## src/core/sample_lane_mapper_regs.vh

```
// constants for the sample lane mapper
`ifndef SAMPLE_LANE_MAPPER_REGS_VH
`define SAMPLE_LANE_MAPPER_REGS_VH
`define LANE_W        32
`define SAMPLE_W      16
`define VALUE_W       14
`define CTRL_W        2
`define CTRL_LSB      14
`define VALUE_LSB     0
`define SAMPLES_PER_WORD 2
`define OCTETS_PER_FRAME 2
`define DEFAULT_LANES 2
`define MAX_LANES     12
`define SINE_STEPS    32
`define SINE_IDX_W    5
`define CTRL_PATTERN  2'h2
`endif

```

## src/core/pair_buffer.v

```verilog
// two-entry skid buffer with valid/ready on both sides
`timescale 1ns/1ps
module pair_buffer #(
    parameter WIDTH = 64
)(
    input  wire             i_clk,
    input  wire             i_rstn,
    input  wire [WIDTH-1:0] i_data,
    input  wire             i_valid,
    output wire             o_ready,
    output wire [WIDTH-1:0] o_data,
    output wire             o_valid,
    input  wire             i_ready
);
    reg [WIDTH-1:0] mem_r [0:1];
    reg             rd_ptr_r;
    reg             wr_ptr_r;
    reg [1:0]       count_r;
    wire            push;
    wire            pop;

    assign o_ready = (count_r != 2'h2);
    assign o_valid = (count_r != 2'h0);
    assign o_data  = mem_r[rd_ptr_r];
    assign push    = i_valid && o_ready;
    assign pop     = o_valid && i_ready;

    // =====================================================
    // storage and pointers
    always @(posedge i_clk or negedge i_rstn)
    begin
        if (!i_rstn)
        begin
            mem_r[0] <= {WIDTH{1'b0}};
            mem_r[1] <= {WIDTH{1'b0}};
            rd_ptr_r <= 1'b0;
            wr_ptr_r <= 1'b0;
            count_r  <= 2'h0;
        end
        else
        begin
            if (push)
            begin
                mem_r[wr_ptr_r] <= i_data;
                wr_ptr_r        <= ~wr_ptr_r;
            end
            if (pop)
                rd_ptr_r <= ~rd_ptr_r;
            if (push && !pop)
                count_r <= count_r + 2'h1;
            else if (pop && !push)
                count_r <= count_r - 2'h1;
        end
    end
endmodule

```

## src/core/sine_source.v

```verilog
// per-lane 14-bit sine sequence generator, two samples per clock
`timescale 1ns/1ps
`include "sample_lane_mapper_regs.vh"
module sine_source (
    input  wire                  i_clk,
    input  wire                  i_rstn,
    input  wire                  i_advance,
    output wire [`VALUE_W-1:0]   o_even,
    output wire [`VALUE_W-1:0]   o_odd
);
    reg  [`SINE_IDX_W-1:0] idx_r;
    wire [`SINE_IDX_W-1:0] idx_odd;

    // 32-point signed sine table, amplitude 8191
    function [`VALUE_W-1:0] sine_lut;
        input [`SINE_IDX_W-1:0] k;
        begin
            case (k)
                5'h00: sine_lut = 14'h0000; 5'h01: sine_lut = 14'h063F;
                5'h02: sine_lut = 14'h0C3E; 5'h03: sine_lut = 14'h11C6;
                5'h04: sine_lut = 14'h16A0; 5'h05: sine_lut = 14'h1A9B;
                5'h06: sine_lut = 14'h1D90; 5'h07: sine_lut = 14'h1F62;
                5'h08: sine_lut = 14'h1FFF; 5'h09: sine_lut = 14'h1F62;
                5'h0A: sine_lut = 14'h1D90; 5'h0B: sine_lut = 14'h1A9B;
                5'h0C: sine_lut = 14'h16A0; 5'h0D: sine_lut = 14'h11C6;
                5'h0E: sine_lut = 14'h0C3E; 5'h0F: sine_lut = 14'h063F;
                5'h10: sine_lut = 14'h0000; 5'h11: sine_lut = 14'h39C1;
                5'h12: sine_lut = 14'h33C2; 5'h13: sine_lut = 14'h2E3A;
                5'h14: sine_lut = 14'h2960; 5'h15: sine_lut = 14'h2565;
                5'h16: sine_lut = 14'h2270; 5'h17: sine_lut = 14'h209E;
                5'h18: sine_lut = 14'h2001; 5'h19: sine_lut = 14'h209E;
                5'h1A: sine_lut = 14'h2270; 5'h1B: sine_lut = 14'h2565;
                5'h1C: sine_lut = 14'h2960; 5'h1D: sine_lut = 14'h2E3A;
                5'h1E: sine_lut = 14'h33C2; default: sine_lut = 14'h39C1;
            endcase
        end
    endfunction

    assign idx_odd = idx_r + 5'h01;
    assign o_even  = sine_lut(idx_r);
    assign o_odd   = sine_lut(idx_odd);

    // =====================================================
    // phase advances by two samples each consumed word
    always @(posedge i_clk or negedge i_rstn)
    begin
        if (!i_rstn)
            idx_r <= 5'h00;
        else if (i_advance)
            idx_r <= idx_r + 5'h02;
    end
endmodule

```

## src/core/sample_lane_mapper.v

```verilog
// transport mapper: tx packs sine samples onto stream, rx unpacks and checks
`timescale 1ns/1ps
`include "sample_lane_mapper_regs.vh"
module sample_lane_mapper #(
    parameter LANES            = `DEFAULT_LANES,
    parameter OCTETS_PER_FRAME = `OCTETS_PER_FRAME
)(
    input  wire                       i_clk,
    input  wire                       i_rstn,
    input  wire                       i_tx_enable,
    output reg  [LANES*`LANE_W-1:0]   o_tx_tdata,
    output reg                        o_tx_tvalid,
    input  wire                       i_tx_tready,
    input  wire [LANES*`LANE_W-1:0]   i_rx_tdata,
    input  wire                       i_rx_tvalid,
    output reg                        o_rx_tready,
    output reg  [LANES*`SAMPLE_W-1:0] o_rx_even,
    output reg  [LANES*`SAMPLE_W-1:0] o_rx_odd,
    output reg                        o_rx_valid,
    input  wire                       i_rx_ready,
    output reg                        o_rx_pass,
    output reg                        o_rx_error
);
    // =====================================================
    // configuration limits
    localparam OCT_OK = ((OCTETS_PER_FRAME % 2) == 0) && (OCTETS_PER_FRAME >= 2);
    localparam LANE_OK = (LANES >= 1) && (LANES <= `MAX_LANES);
    localparam SW = LANES * `LANE_W;

    wire [SW-1:0] tx_word;
    wire [SW-1:0] txb_data;
    wire          txb_valid;
    wire          txb_in_ready;
    wire [SW-1:0] rxb_data;
    wire          rxb_valid;
    wire          rxb_in_ready;
    wire          rxb_take;
    wire          tx_push;
    wire [LANES-1:0] lane_bad;
    wire [LANES*`VALUE_W-1:0] ref_even;
    wire [LANES*`VALUE_W-1:0] ref_odd;
    reg  [SW-1:0] rx_hold_r;
    reg           rx_hold_valid_r;
    wire          rxh_valid_nxt;
    wire          rxb_full_nxt;

    // generator pushes a word only while buffer has room
    assign tx_push  = i_tx_enable && txb_in_ready && OCT_OK && LANE_OK;
    assign rxb_take = rxb_valid && (!o_rx_valid || i_rx_ready);

    // next-cycle view of hold stage and rx buffer, so a registered ready never drops a word
    assign rxh_valid_nxt = (i_rx_tvalid && o_rx_tready) || (rx_hold_valid_r && !rxb_in_ready);
    assign rxb_full_nxt  = (!rxb_in_ready && !rxb_take) ||
                           (rxb_in_ready && rxb_valid && rx_hold_valid_r && !rxb_take);

    // =====================================================
    // per-lane packing and checking
    genvar g;
    generate
        for (g = 0; g < LANES; g = g + 1)
        begin : lane
            wire [`VALUE_W-1:0]  tx_even;
            wire [`VALUE_W-1:0]  tx_odd;
            wire [`VALUE_W-1:0]  rx_even;
            wire [`VALUE_W-1:0]  rx_odd;
            wire [`LANE_W-1:0]   rx_w;

            // one converter per lane, all lanes advance together in the same sine phase
            sine_source u_tx_sine (
                .i_clk     (i_clk),
                .i_rstn    (i_rstn),
                .i_advance (tx_push),
                .o_even    (tx_even),
                .o_odd     (tx_odd)
            );

            // expected sequence for the receive checker
            sine_source u_rx_sine (
                .i_clk     (i_clk),
                .i_rstn    (i_rstn),
                .i_advance (rxb_take),
                .o_even    (rx_even),
                .o_odd     (rx_odd)
            );

            // two samples per lane word, earliest in the low half
            assign tx_word[g*`LANE_W +: `LANE_W] =
                {`CTRL_PATTERN, tx_odd, `CTRL_PATTERN, tx_even};
            assign rx_w = rxb_data[g*`LANE_W +: `LANE_W];
            assign ref_even[g*`VALUE_W +: `VALUE_W] = rx_even;
            assign ref_odd[g*`VALUE_W +: `VALUE_W]  = rx_odd;
            assign lane_bad[g] =
                (rx_w[`VALUE_LSB +: `VALUE_W] != rx_even) ||
                (rx_w[`SAMPLE_W + `VALUE_LSB +: `VALUE_W] != rx_odd) ||
                (rx_w[`CTRL_LSB +: `CTRL_W] != `CTRL_PATTERN) ||
                (rx_w[`SAMPLE_W + `CTRL_LSB +: `CTRL_W] != `CTRL_PATTERN);
        end
    endgenerate

    // =====================================================
    // transmit buffer toward the stream port
    pair_buffer #(
        .WIDTH (SW)
    ) u_tx_buf (
        .i_clk   (i_clk),
        .i_rstn  (i_rstn),
        .i_data  (tx_word),
        .i_valid (tx_push),
        .o_ready (txb_in_ready),
        .o_data  (txb_data),
        .o_valid (txb_valid),
        .i_ready (!o_tx_tvalid || i_tx_tready)
    );

    // output stage: registered stream, held until accepted, refilled on accept for one word per clock
    always @(posedge i_clk or negedge i_rstn)
    begin
        if (!i_rstn)
        begin
            o_tx_tdata  <= {SW{1'b0}};
            o_tx_tvalid <= 1'b0;
        end
        else if (!o_tx_tvalid || i_tx_tready)
        begin
            o_tx_tvalid <= txb_valid;
            if (txb_valid)
                o_tx_tdata <= txb_data;
        end
    end

    // =====================================================
    // receive capture stage, registered ready
    always @(posedge i_clk or negedge i_rstn)
    begin
        if (!i_rstn)
        begin
            rx_hold_r       <= {SW{1'b0}};
            rx_hold_valid_r <= 1'b0;
            o_rx_tready     <= 1'b0;
        end
        else
        begin
            if (i_rx_tvalid && o_rx_tready)
            begin
                rx_hold_r       <= i_rx_tdata;
                rx_hold_valid_r <= 1'b1;
            end
            else if (rxb_in_ready)
                rx_hold_valid_r <= 1'b0;
            // refuse only when a held word could not move on next cycle
            o_rx_tready <= !(rxh_valid_nxt && rxb_full_nxt);
        end
    end

    pair_buffer #(
        .WIDTH (SW)
    ) u_rx_buf (
        .i_clk   (i_clk),
        .i_rstn  (i_rstn),
        .i_data  (rx_hold_r),
        .i_valid (rx_hold_valid_r),
        .o_ready (rxb_in_ready),
        .o_data  (rxb_data),
        .o_valid (rxb_valid),
        .i_ready (rxb_take)
    );

    // =====================================================
    // unpack to samples and compare against expected sine
    integer k;
    always @(posedge i_clk or negedge i_rstn)
    begin
        if (!i_rstn)
        begin
            o_rx_even  <= {(LANES*`SAMPLE_W){1'b0}};
            o_rx_odd   <= {(LANES*`SAMPLE_W){1'b0}};
            o_rx_valid <= 1'b0;
            o_rx_pass  <= 1'b0;
            o_rx_error <= 1'b0;
        end
        else
        begin
            if (rxb_take)
            begin
                for (k = 0; k < LANES; k = k + 1)
                begin
                    o_rx_even[k*`SAMPLE_W +: `SAMPLE_W] <= rxb_data[k*`LANE_W +: `SAMPLE_W];
                    o_rx_odd[k*`SAMPLE_W +: `SAMPLE_W]  <= rxb_data[k*`LANE_W + `SAMPLE_W +: `SAMPLE_W];
                end
                o_rx_valid <= 1'b1;
                // pass is sticky-good until any mismatch; error is sticky
                if (|lane_bad)
                begin
                    o_rx_error <= 1'b1;
                    o_rx_pass  <= 1'b0;
                end
                else if (!o_rx_error)
                    o_rx_pass <= 1'b1;
            end
            else if (i_rx_ready)
                o_rx_valid <= 1'b0;
        end
    end
endmodule

```

## config.mk

```make
export PLATFORM = sky130hd
export DESIGN_NAME = sample_lane_mapper
export DESIGN_NICKNAME = d
export VERILOG_FILES = /design/src/core/pair_buffer.v /design/src/core/sine_source.v /design/src/core/sample_lane_mapper.v
export VERILOG_INCLUDE_DIRS = /design/src /design/src/core
export SDC_FILE = /design/constraint.sdc
export NUM_CORES = 1
export LEC_CHECK = 0
export BUFFER_PORTS_ARGS = -buffer_cell sky130_fd_sc_hd__buf_4
export CAP_MARGIN = 10
export CORE_ASPECT_RATIO = 1.4
export CORE_UTILIZATION = 59
export DETAILED_ROUTE_END_ITERATION = 8
export PLACE_DENSITY = 0.76
export SYNTH_ARGS = -nofsm -noshare
export SYNTH_HDL_FRONTEND = slang
export SYNTH_SLANG_ARGS = --single-unit
```

## constraint.sdc

```tcl
create_clock -name i_clk -period 3.44 [get_ports i_clk]
set_clock_uncertainty 0.2 [all_clocks]
set_input_delay 0.516 -clock i_clk [delete_from_list [all_inputs] [get_ports i_clk]]
set_output_delay 0.516 -clock i_clk [all_outputs]
set_load 0.1 [all_outputs]
```

==> results of run 1 <==
==> metrics by stage <==
step / setup slack [ns] / instances / instance area (sq um)
5_1_grt: 0.0380 / 2380 / 23300
6_report: 0.325 / 2380 / 23300
2_1_floorplan: 0.670 / 1697 / 19400
3_3_place_gp: 0.369 / 2253 / 21300
3_5_place_dp: 0.349 / 2253 / 21300
4_1_cts: 0.332 / 2380 / 23300
==> final timing paths <==
path | startpoint | to | slack, ns | cells after the start
max | lane[0].u_rx_sine.idx_r[1]$_DFFE_PN0P_ | o_rx_pass$_DFFE_PN0P_ | 0.33 | 10
min | i_rx_tdata[8] | rx_hold_r[8]$_DFFE_PN0P_ | 0.02 | 2
max reg2reg | lane[0].u_rx_sine.idx_r[1]$_DFFE_PN0P_ | o_rx_pass$_DFFE_PN0P_ | 0.33 | 10
min reg2reg | u_tx_buf.mem_r[47]$_DFFE_PN0P_ | u_tx_buf.mem_r[47]$_DFFE_PN0P_ | 0.27 | 1
max in group asynchronous | i_rstn | u_rx_buf.rd_ptr_r$_DFFE_PN0P_ | 1.72 | 3
min in group asynchronous | i_rstn | u_rx_buf.count_r[0]$_DFFE_PN0P_ | 0.37 | 2
==> logic make-up after synthesis <==
group | count (synthesis) | share of synthesized area (%)
buffers and inverters | 150 | 3.52
flip-flops | 427 | 55.1
AO/OA/AOI/OAI | 269 | 7.61
multiplexers | 320 | 18.4
AND/OR/NAND/NOR | 413 | 9.32
XOR/XNOR | 76 | 3.59
other | 1 | 0.0193
adder cells (fa/ha/maj) | 38 | 2.45
==> routing by layer <==
metal  global-route usage (%)  vias up
met5                        0        -
li1                         -     6196
met2                     50.2      272
met4                     10.9        0
met1                     33.0     6539
met3                     3.66       94
==> area by class of cell <==
class / count / share of cell area (%)
clock buffers: 61 / 5.39
clock inverters: 13 / 0.758
inverters: 30 / 0.489
multi-input cells: 1120 / 34.7
flip-flops and latches: 427 / 45.9
well taps: 440 / 2.37
repair buffers: 289 / 10.4
==> timing repair <==
| action | 4_1_cts | 5_1_grt |
|---|---|---|
| hold buffers | 53 | 0 |
| endpoints found under the hold margin | 120 | 0 |
| buffers inserted | 0 | 0 |
==> worst max-delay path, stage by stage, from the launching register on <==
cell and delay (ns):
dfrtp_1 0.56, inv_1 0.23, ha_1 0.41, xor2_1 0.35
xor2_1 0.14, a2111oi_1 0.38, nand4_1 0.14, nor4_1 0.18
nand4_1 0.15, o21ai_2 0.19, o21a_1 0.13
==> state kept, by name, summed over array words and instances, names as in the netlist, 2 cells and up <==
signal                flops
u_tx_buf.count_r          2
o_tx_tdata               47
u_tx_buf.mem_r           94
lane.u_tx_sine.idx_r      8
rx_hold_r                64
lane.u_rx_sine.idx_r      8
o_rx_odd                 32
u_rx_buf.mem_r          128
u_rx_buf.count_r          2
o_rx_even                32
==> cell usage in the layout (no fill, tap or decap), types with 7 or more instances in the layout <==
master / instances
nand3_1: 8
nand2_1: 221
a31oi_1: 10
buf_12: 9
nor2b_1: 7
a21oi_1: 75
nor2_1: 95
nand2b_1: 25
xnor2_1: 48
buf_4: 226
o21ai_0: 140
dlygate4sd3_1: 53
o21a_1: 10
mux4_2: 8
clkbuf_8: 11
nand4_1: 8
ha_1: 38
and3_1: 8
clkbuf_16: 43
clkbuf_1: 7
mux2i_1: 113
inv_1: 29
mux2_2: 198
clkinv_2: 7
dfrtp_1: 425
xor2_1: 26
a211oi_1: 9
==> summary.md, run 1 <==
| Metric | Value |
|---|---|
| Status | `finished clean` |
| Clk_lat worst skew | `0.55 ns` |
| Fin crit share | `90.5%` |
| Synth cell types | `55` |
| Post-synth EDFFs | `0` |
| Overall die height | `217 microns` |
| Antenna cells | `0` |
| Post-Route WL | `45100 microns` |
| Synth Cell Area | `0.0194 sq mm` |
| Total negative setup slack | `0 ns` |
| Clock Tree Buf Depth | `3` |
| Core ar. | `0.0324 sq mm` |
| Congestion Overflow GR | `0` |
| GRT Total Usage | `27.6%` |
| TritonCTS Buffers | `41` |
| First DRT Iteration DRCs | `555` |
| Synth warn | `0` |
| RSZ-0062 raised after global routing | `false` |
| Critical path fanouts, max | `11` |
| Post-synthesis sequential area ratio | `55.1%` |
| Clock Sinks | `427` |
| Initial antenna violation count | `0` |
| Synth Instances | `1694` |
| Top FF cell, synth | `dfrtp_1` |
| Final core occ | `71.8%` |
| Flops & latches, synth | `427` |
| # rows | `78` |
| Area of the multi-input gates | `0.00807 sq mm` |
| Root Driver | `clkbuf_16` |
| Critical path launch point type | `register` |
| DPL Wire Length | `30800 microns` |
| Fin crit period | `3.11 ns` |
| Dominant cell type by area after synthesis | `dfrtp_1` |
| Routed vias/inst | `5.50` |
| WP data required | `3.73 ns` |
| M1 wire length | `18000 microns` |
| Fill count | `2346` |
| Starting density of the core | `59.9%` |
| Pin count of the biggest net entering global routing | `85` |
| Post-synth ARST share | `100%` |
| Post-route DRC | `0` |
| Max Used Layer | `met4` |
| Count leader, synth | `dfrtp_1` |
| Storage cell area | `0.0107 sq mm` |
| Fmax | `0.321 GHz` |
| Post-synth top cells | `dfrtp_1, nand2_1, mux2_2` |
| Routability cong. | `0.895` |
| Vias in the first global route | `13579` |
| Layout area overhead | `20.0%` |
| CP arrival | `3.40 ns` |
| I/O Buffers | `198` |
| CTS tree | `yes` |
| Post-cts sizing count | `0` |
| Hold slack | `0.0185 ns` |
| Total number of vias | `13101` |
| Tightest Pin Transition | `0.941 ns` |
| Clock-pin transition on the worst setup and hold timing paths | `0.06 ns` |
| DR pass1 iterations | `5` |
| Top Ports | `203` |
| Worst Setup End Kind | `register` |
| Antenna-violating nets left | `0` |
| Die footprint | `0.0336 sq mm` |
| Max Slew Vio Count | `0` |
| Syn avg cell area | `11.4 sq um` |
| Leading post-synthesis cells by cell area | `dfrtp_1, mux2_2, mux2i_1` |
| Hold Crit Class | `in2reg` |
| Max cap viols | `0` |
| Top cell type's share of synthesized area | `55.1%` |
| Metal2 WL | `24000 microns` |
| First-pass GRT wire length | `72300 microns` |
| Metal3 WL | `1510 microns` |
| Hold Violations, Final | `0` |
| # setup viols final | `0` |
| Net count, final | `2017` |
| DR WL/cell | `19.0 microns` |
| Crit path kind | `reg2reg` |
| Die width | `155 microns` |
| H-tree levels | `2` |
| Worst slew margin | `37.3%` |
| Share of cells above drive strength 1 | `27.1%` |
Power of run 1 is not shown: default switching activity piles up to over one toggle a cycle in this logic, so the estimate is an artifact.
==> run 2, diff against run 1 <==
--- a/config.mk
+++ b/config.mk
@@ -9,9 +9,10 @@
 export BUFFER_PORTS_ARGS = -buffer_cell sky130_fd_sc_hd__buf_4
 export CAP_MARGIN = 10
 export CORE_ASPECT_RATIO = 1.4
-export CORE_UTILIZATION = 59
+export CORE_UTILIZATION = 61
+export CTS_BUF_LIST = sky130_fd_sc_hd__clkbuf_8
 export DETAILED_ROUTE_END_ITERATION = 8
-export PLACE_DENSITY = 0.76
+export PLACE_DENSITY = 0.78
 export SYNTH_ARGS = -nofsm -noshare
 export SYNTH_HDL_FRONTEND = slang
 export SYNTH_SLANG_ARGS = --single-unit
==> run 2 against run 1 <==
  * Final cell count rose by 0.34%
  * The flow now finishes with violations (DRC)
  * Sequential share of layout area barely moved
  * Die area fell by 3.2%
  * Routed wire length rose by 2.4%
  * Hold slack improved by 0.14 ns
  * Highest routed layer unchanged
  * Setup slack got worse by 0.051 ns
  * Utilization rose by 3.3 points
  * Non-clock buffer count rose by 15
  * First-iteration DRC count rose by 42%
  * Final area barely moved
  * Fmax fell by 1.6%
==> summary.md, run 2 (synthesis gave the netlist of run 1 again) <==
| Metric | Value |
|---|---|
| Largest regs | `u_rx_buf.mem_r (128), u_tx_buf.mem_r (94), rx_hold_r (64) (unchanged)` |
| Status | `complete, but fails checks (was finished clean)` |
| Die footprint | `0.0325 sq mm (was 0.0336 sq mm)` |
| DR WL/cell | `19.4 microns (was 19.0 microns)` |
| TritonCTS Buffers | `67 (was 41)` |
| Most flops, register | `u_rx_buf.mem_r (unchanged)` |
| Post-cts sizing count | `0 (unchanged)` |
| RSZ-0062 raised after global routing | `false (unchanged)` |
| Top Ports | `203 (unchanged)` |
| Pin count of the biggest net entering global routing | `97 (was 85)` |
| Hold Violations, Final | `0 (unchanged)` |
| Commonest non-fill, non-tap cell in the layout | `dfrtp_1 (unchanged)` |
| Initial antenna violation count | `2 (was 0)` |
| Clock Tree Buf Depth | `3 (unchanged)` |
| I/O Buffers | `198 (unchanged)` |
| Fin crit share | `92.0% (was 90.5%)` |
| First-pass GRT wire length | `74200 microns (was 72300 microns)` |
| Antenna-violating nets left | `0 (unchanged)` |
| Post-CTS setup buffers | `0 (unchanged)` |
| Core ar. | `0.0310 sq mm (was 0.0324 sq mm)` |
| CTS tree | `yes (unchanged)` |
| Post-Route WL | `46200 microns (was 45100 microns)` |
| DPL Wire Length | `31000 microns (was 30800 microns)` |
| WP data required | `3.76 ns (was 3.73 ns)` |
| Hold_buf cts | `67 (was 53)` |
| Overall die height | `213 microns (was 217 microns)` |
| Clock Sinks | `427 (unchanged)` |
| CP arrival | `3.48 ns (was 3.40 ns)` |
| DR pass1 iterations | `9 (was 5)` |
| Routability cong. | `0.869 (was 0.895)` |
| Total number of vias | `13329 (was 13101)` |
| Most frequent cells in the layout | `dfrtp_1, buf_4, nand2_1 (unchanged)` |
| Fmax | `0.316 GHz (was 0.321 GHz)` |
| Crit path kind | `reg2reg (unchanged)` |
| Critical path launch point type | `register (unchanged)` |
| Net count, final | `2058 (was 2017)` |
| Max FFs per register | `128 (unchanged)` |
| Starting density of the core | `62.6% (was 59.9%)` |
| Congestion Overflow GR | `0 (unchanged)` |
| Critical path fanouts, max | `38 (was 11)` |
| Max cap viols | `0 (unchanged)` |
| Clock-pin transition on the worst setup and hold timing paths | `0.07 ns (was 0.06 ns)` |
| Layout area overhead | `20.1% (was 20.0%)` |
| Die width | `153 microns (was 155 microns)` |
| Clk_lat worst skew | `0.58 ns (was 0.55 ns)` |
| # rows | `76 (was 78)` |
| Root Driver | `clkbuf_8 (was clkbuf_16)` |
| Share of cells above drive strength 1 | `27.8% (was 27.1%)` |
| Worst slew margin | `37.2% (was 37.3%)` |
| Post-route DRC | `19 (was 0)` |
| Tightest Pin Transition | `0.942 ns (was 0.941 ns)` |
| Fin crit period | `3.17 ns (was 3.11 ns)` |
| Max Slew Vio Count | `0 (unchanged)` |
| # setup viols final | `0 (unchanged)` |
| Hold Crit Class | `in2reg (unchanged)` |
| First DRT Iteration DRCs | `786 (was 555)` |
| Violated checks | `DRC` |
| Total negative setup slack | `0 ns (unchanged)` |
| Vias in the first global route | `13872 (was 13579)` |
| Routed vias/inst | `5.58 (was 5.50)` |
| H-tree levels | `3 (was 2)` |
| GRT Total Usage | `29.4% (was 27.6%)` |
| Worst Setup End Kind | `register (unchanged)` |
[run 2: critical path: stages, from the launching register on]
cell,delay [ns]
dfrtp_4,0.84
buf_4,0.36
mux2i_1,0.30
xor2_1,0.29
nand4_1,0.13
nor4_1,0.47
nand4_1,0.18
o21ai_2,0.18
o21a_1,0.13
[run 2: cell type report]
class                      instances  area (sq um)
multi-input combinational       1120          8070
antenna                            2          5.00
clock buffer                      84          1160
inverter                          30           114
tap                              390           488
timing repair buffer             304          2560
clock inverter                    31           210
fill                            2092          7710
sequential                       427         10700
[run 2: path summary, 6_finish.rpt]
check,slack (ns),end,depth (start not counted),start
max,0.27,o_rx_pass$_DFFE_PN0P_,8,u_rx_buf.rd_ptr_r$_DFFE_PN0P_
min,0.16,o_rx_tready$_DFF_PN0_,4,i_rx_tvalid
max reg2reg,0.27,o_rx_pass$_DFFE_PN0P_,8,u_rx_buf.rd_ptr_r$_DFFE_PN0P_
min reg2reg,0.27,u_tx_buf.mem_r[111]$_DFFE_PN0P_,1,u_tx_buf.mem_r[111]$_DFFE_PN0P_
max in group asynchronous,1.73,u_tx_buf.rd_ptr_r$_DFFE_PN0P_,3,i_rstn
min in group asynchronous,0.36,o_rx_tready$_DFF_PN0_,2,i_rstn
[run 2: layer usage]
metal  share of wire, %  global-route usage (%)  vias to the layer above
met3                4.4                    4.91                       83
met4                3.0                    11.5                        0
li1                   -                       -                     6284
met5                  0                       0                        -
met1                 38                    34.2                     6628
met2                 54                    54.1                      334
[run 2: through the flow]
stage | hold slack [ns] | worst slack (ns) | instance area, sq um | utilization (%) | instances
2_1_floorplan | 0.0204 | 0.670 | 19400 | - | 1697
3_3_place_gp | 0.249 | 0.273 | 21200 | 68.5 | 2204
3_5_place_dp | 0.252 | 0.255 | 21200 | 68.5 | 2204
4_1_cts | 0.118 | 0.227 | 23300 | 75.1 | 2386
5_1_grt | 0.130 | 0.114 | 23300 | 75.1 | 2388
6_report | 0.157 | 0.274 | 23300 | 75.1 | 2388
Power of run 2 is left out for the same reason.
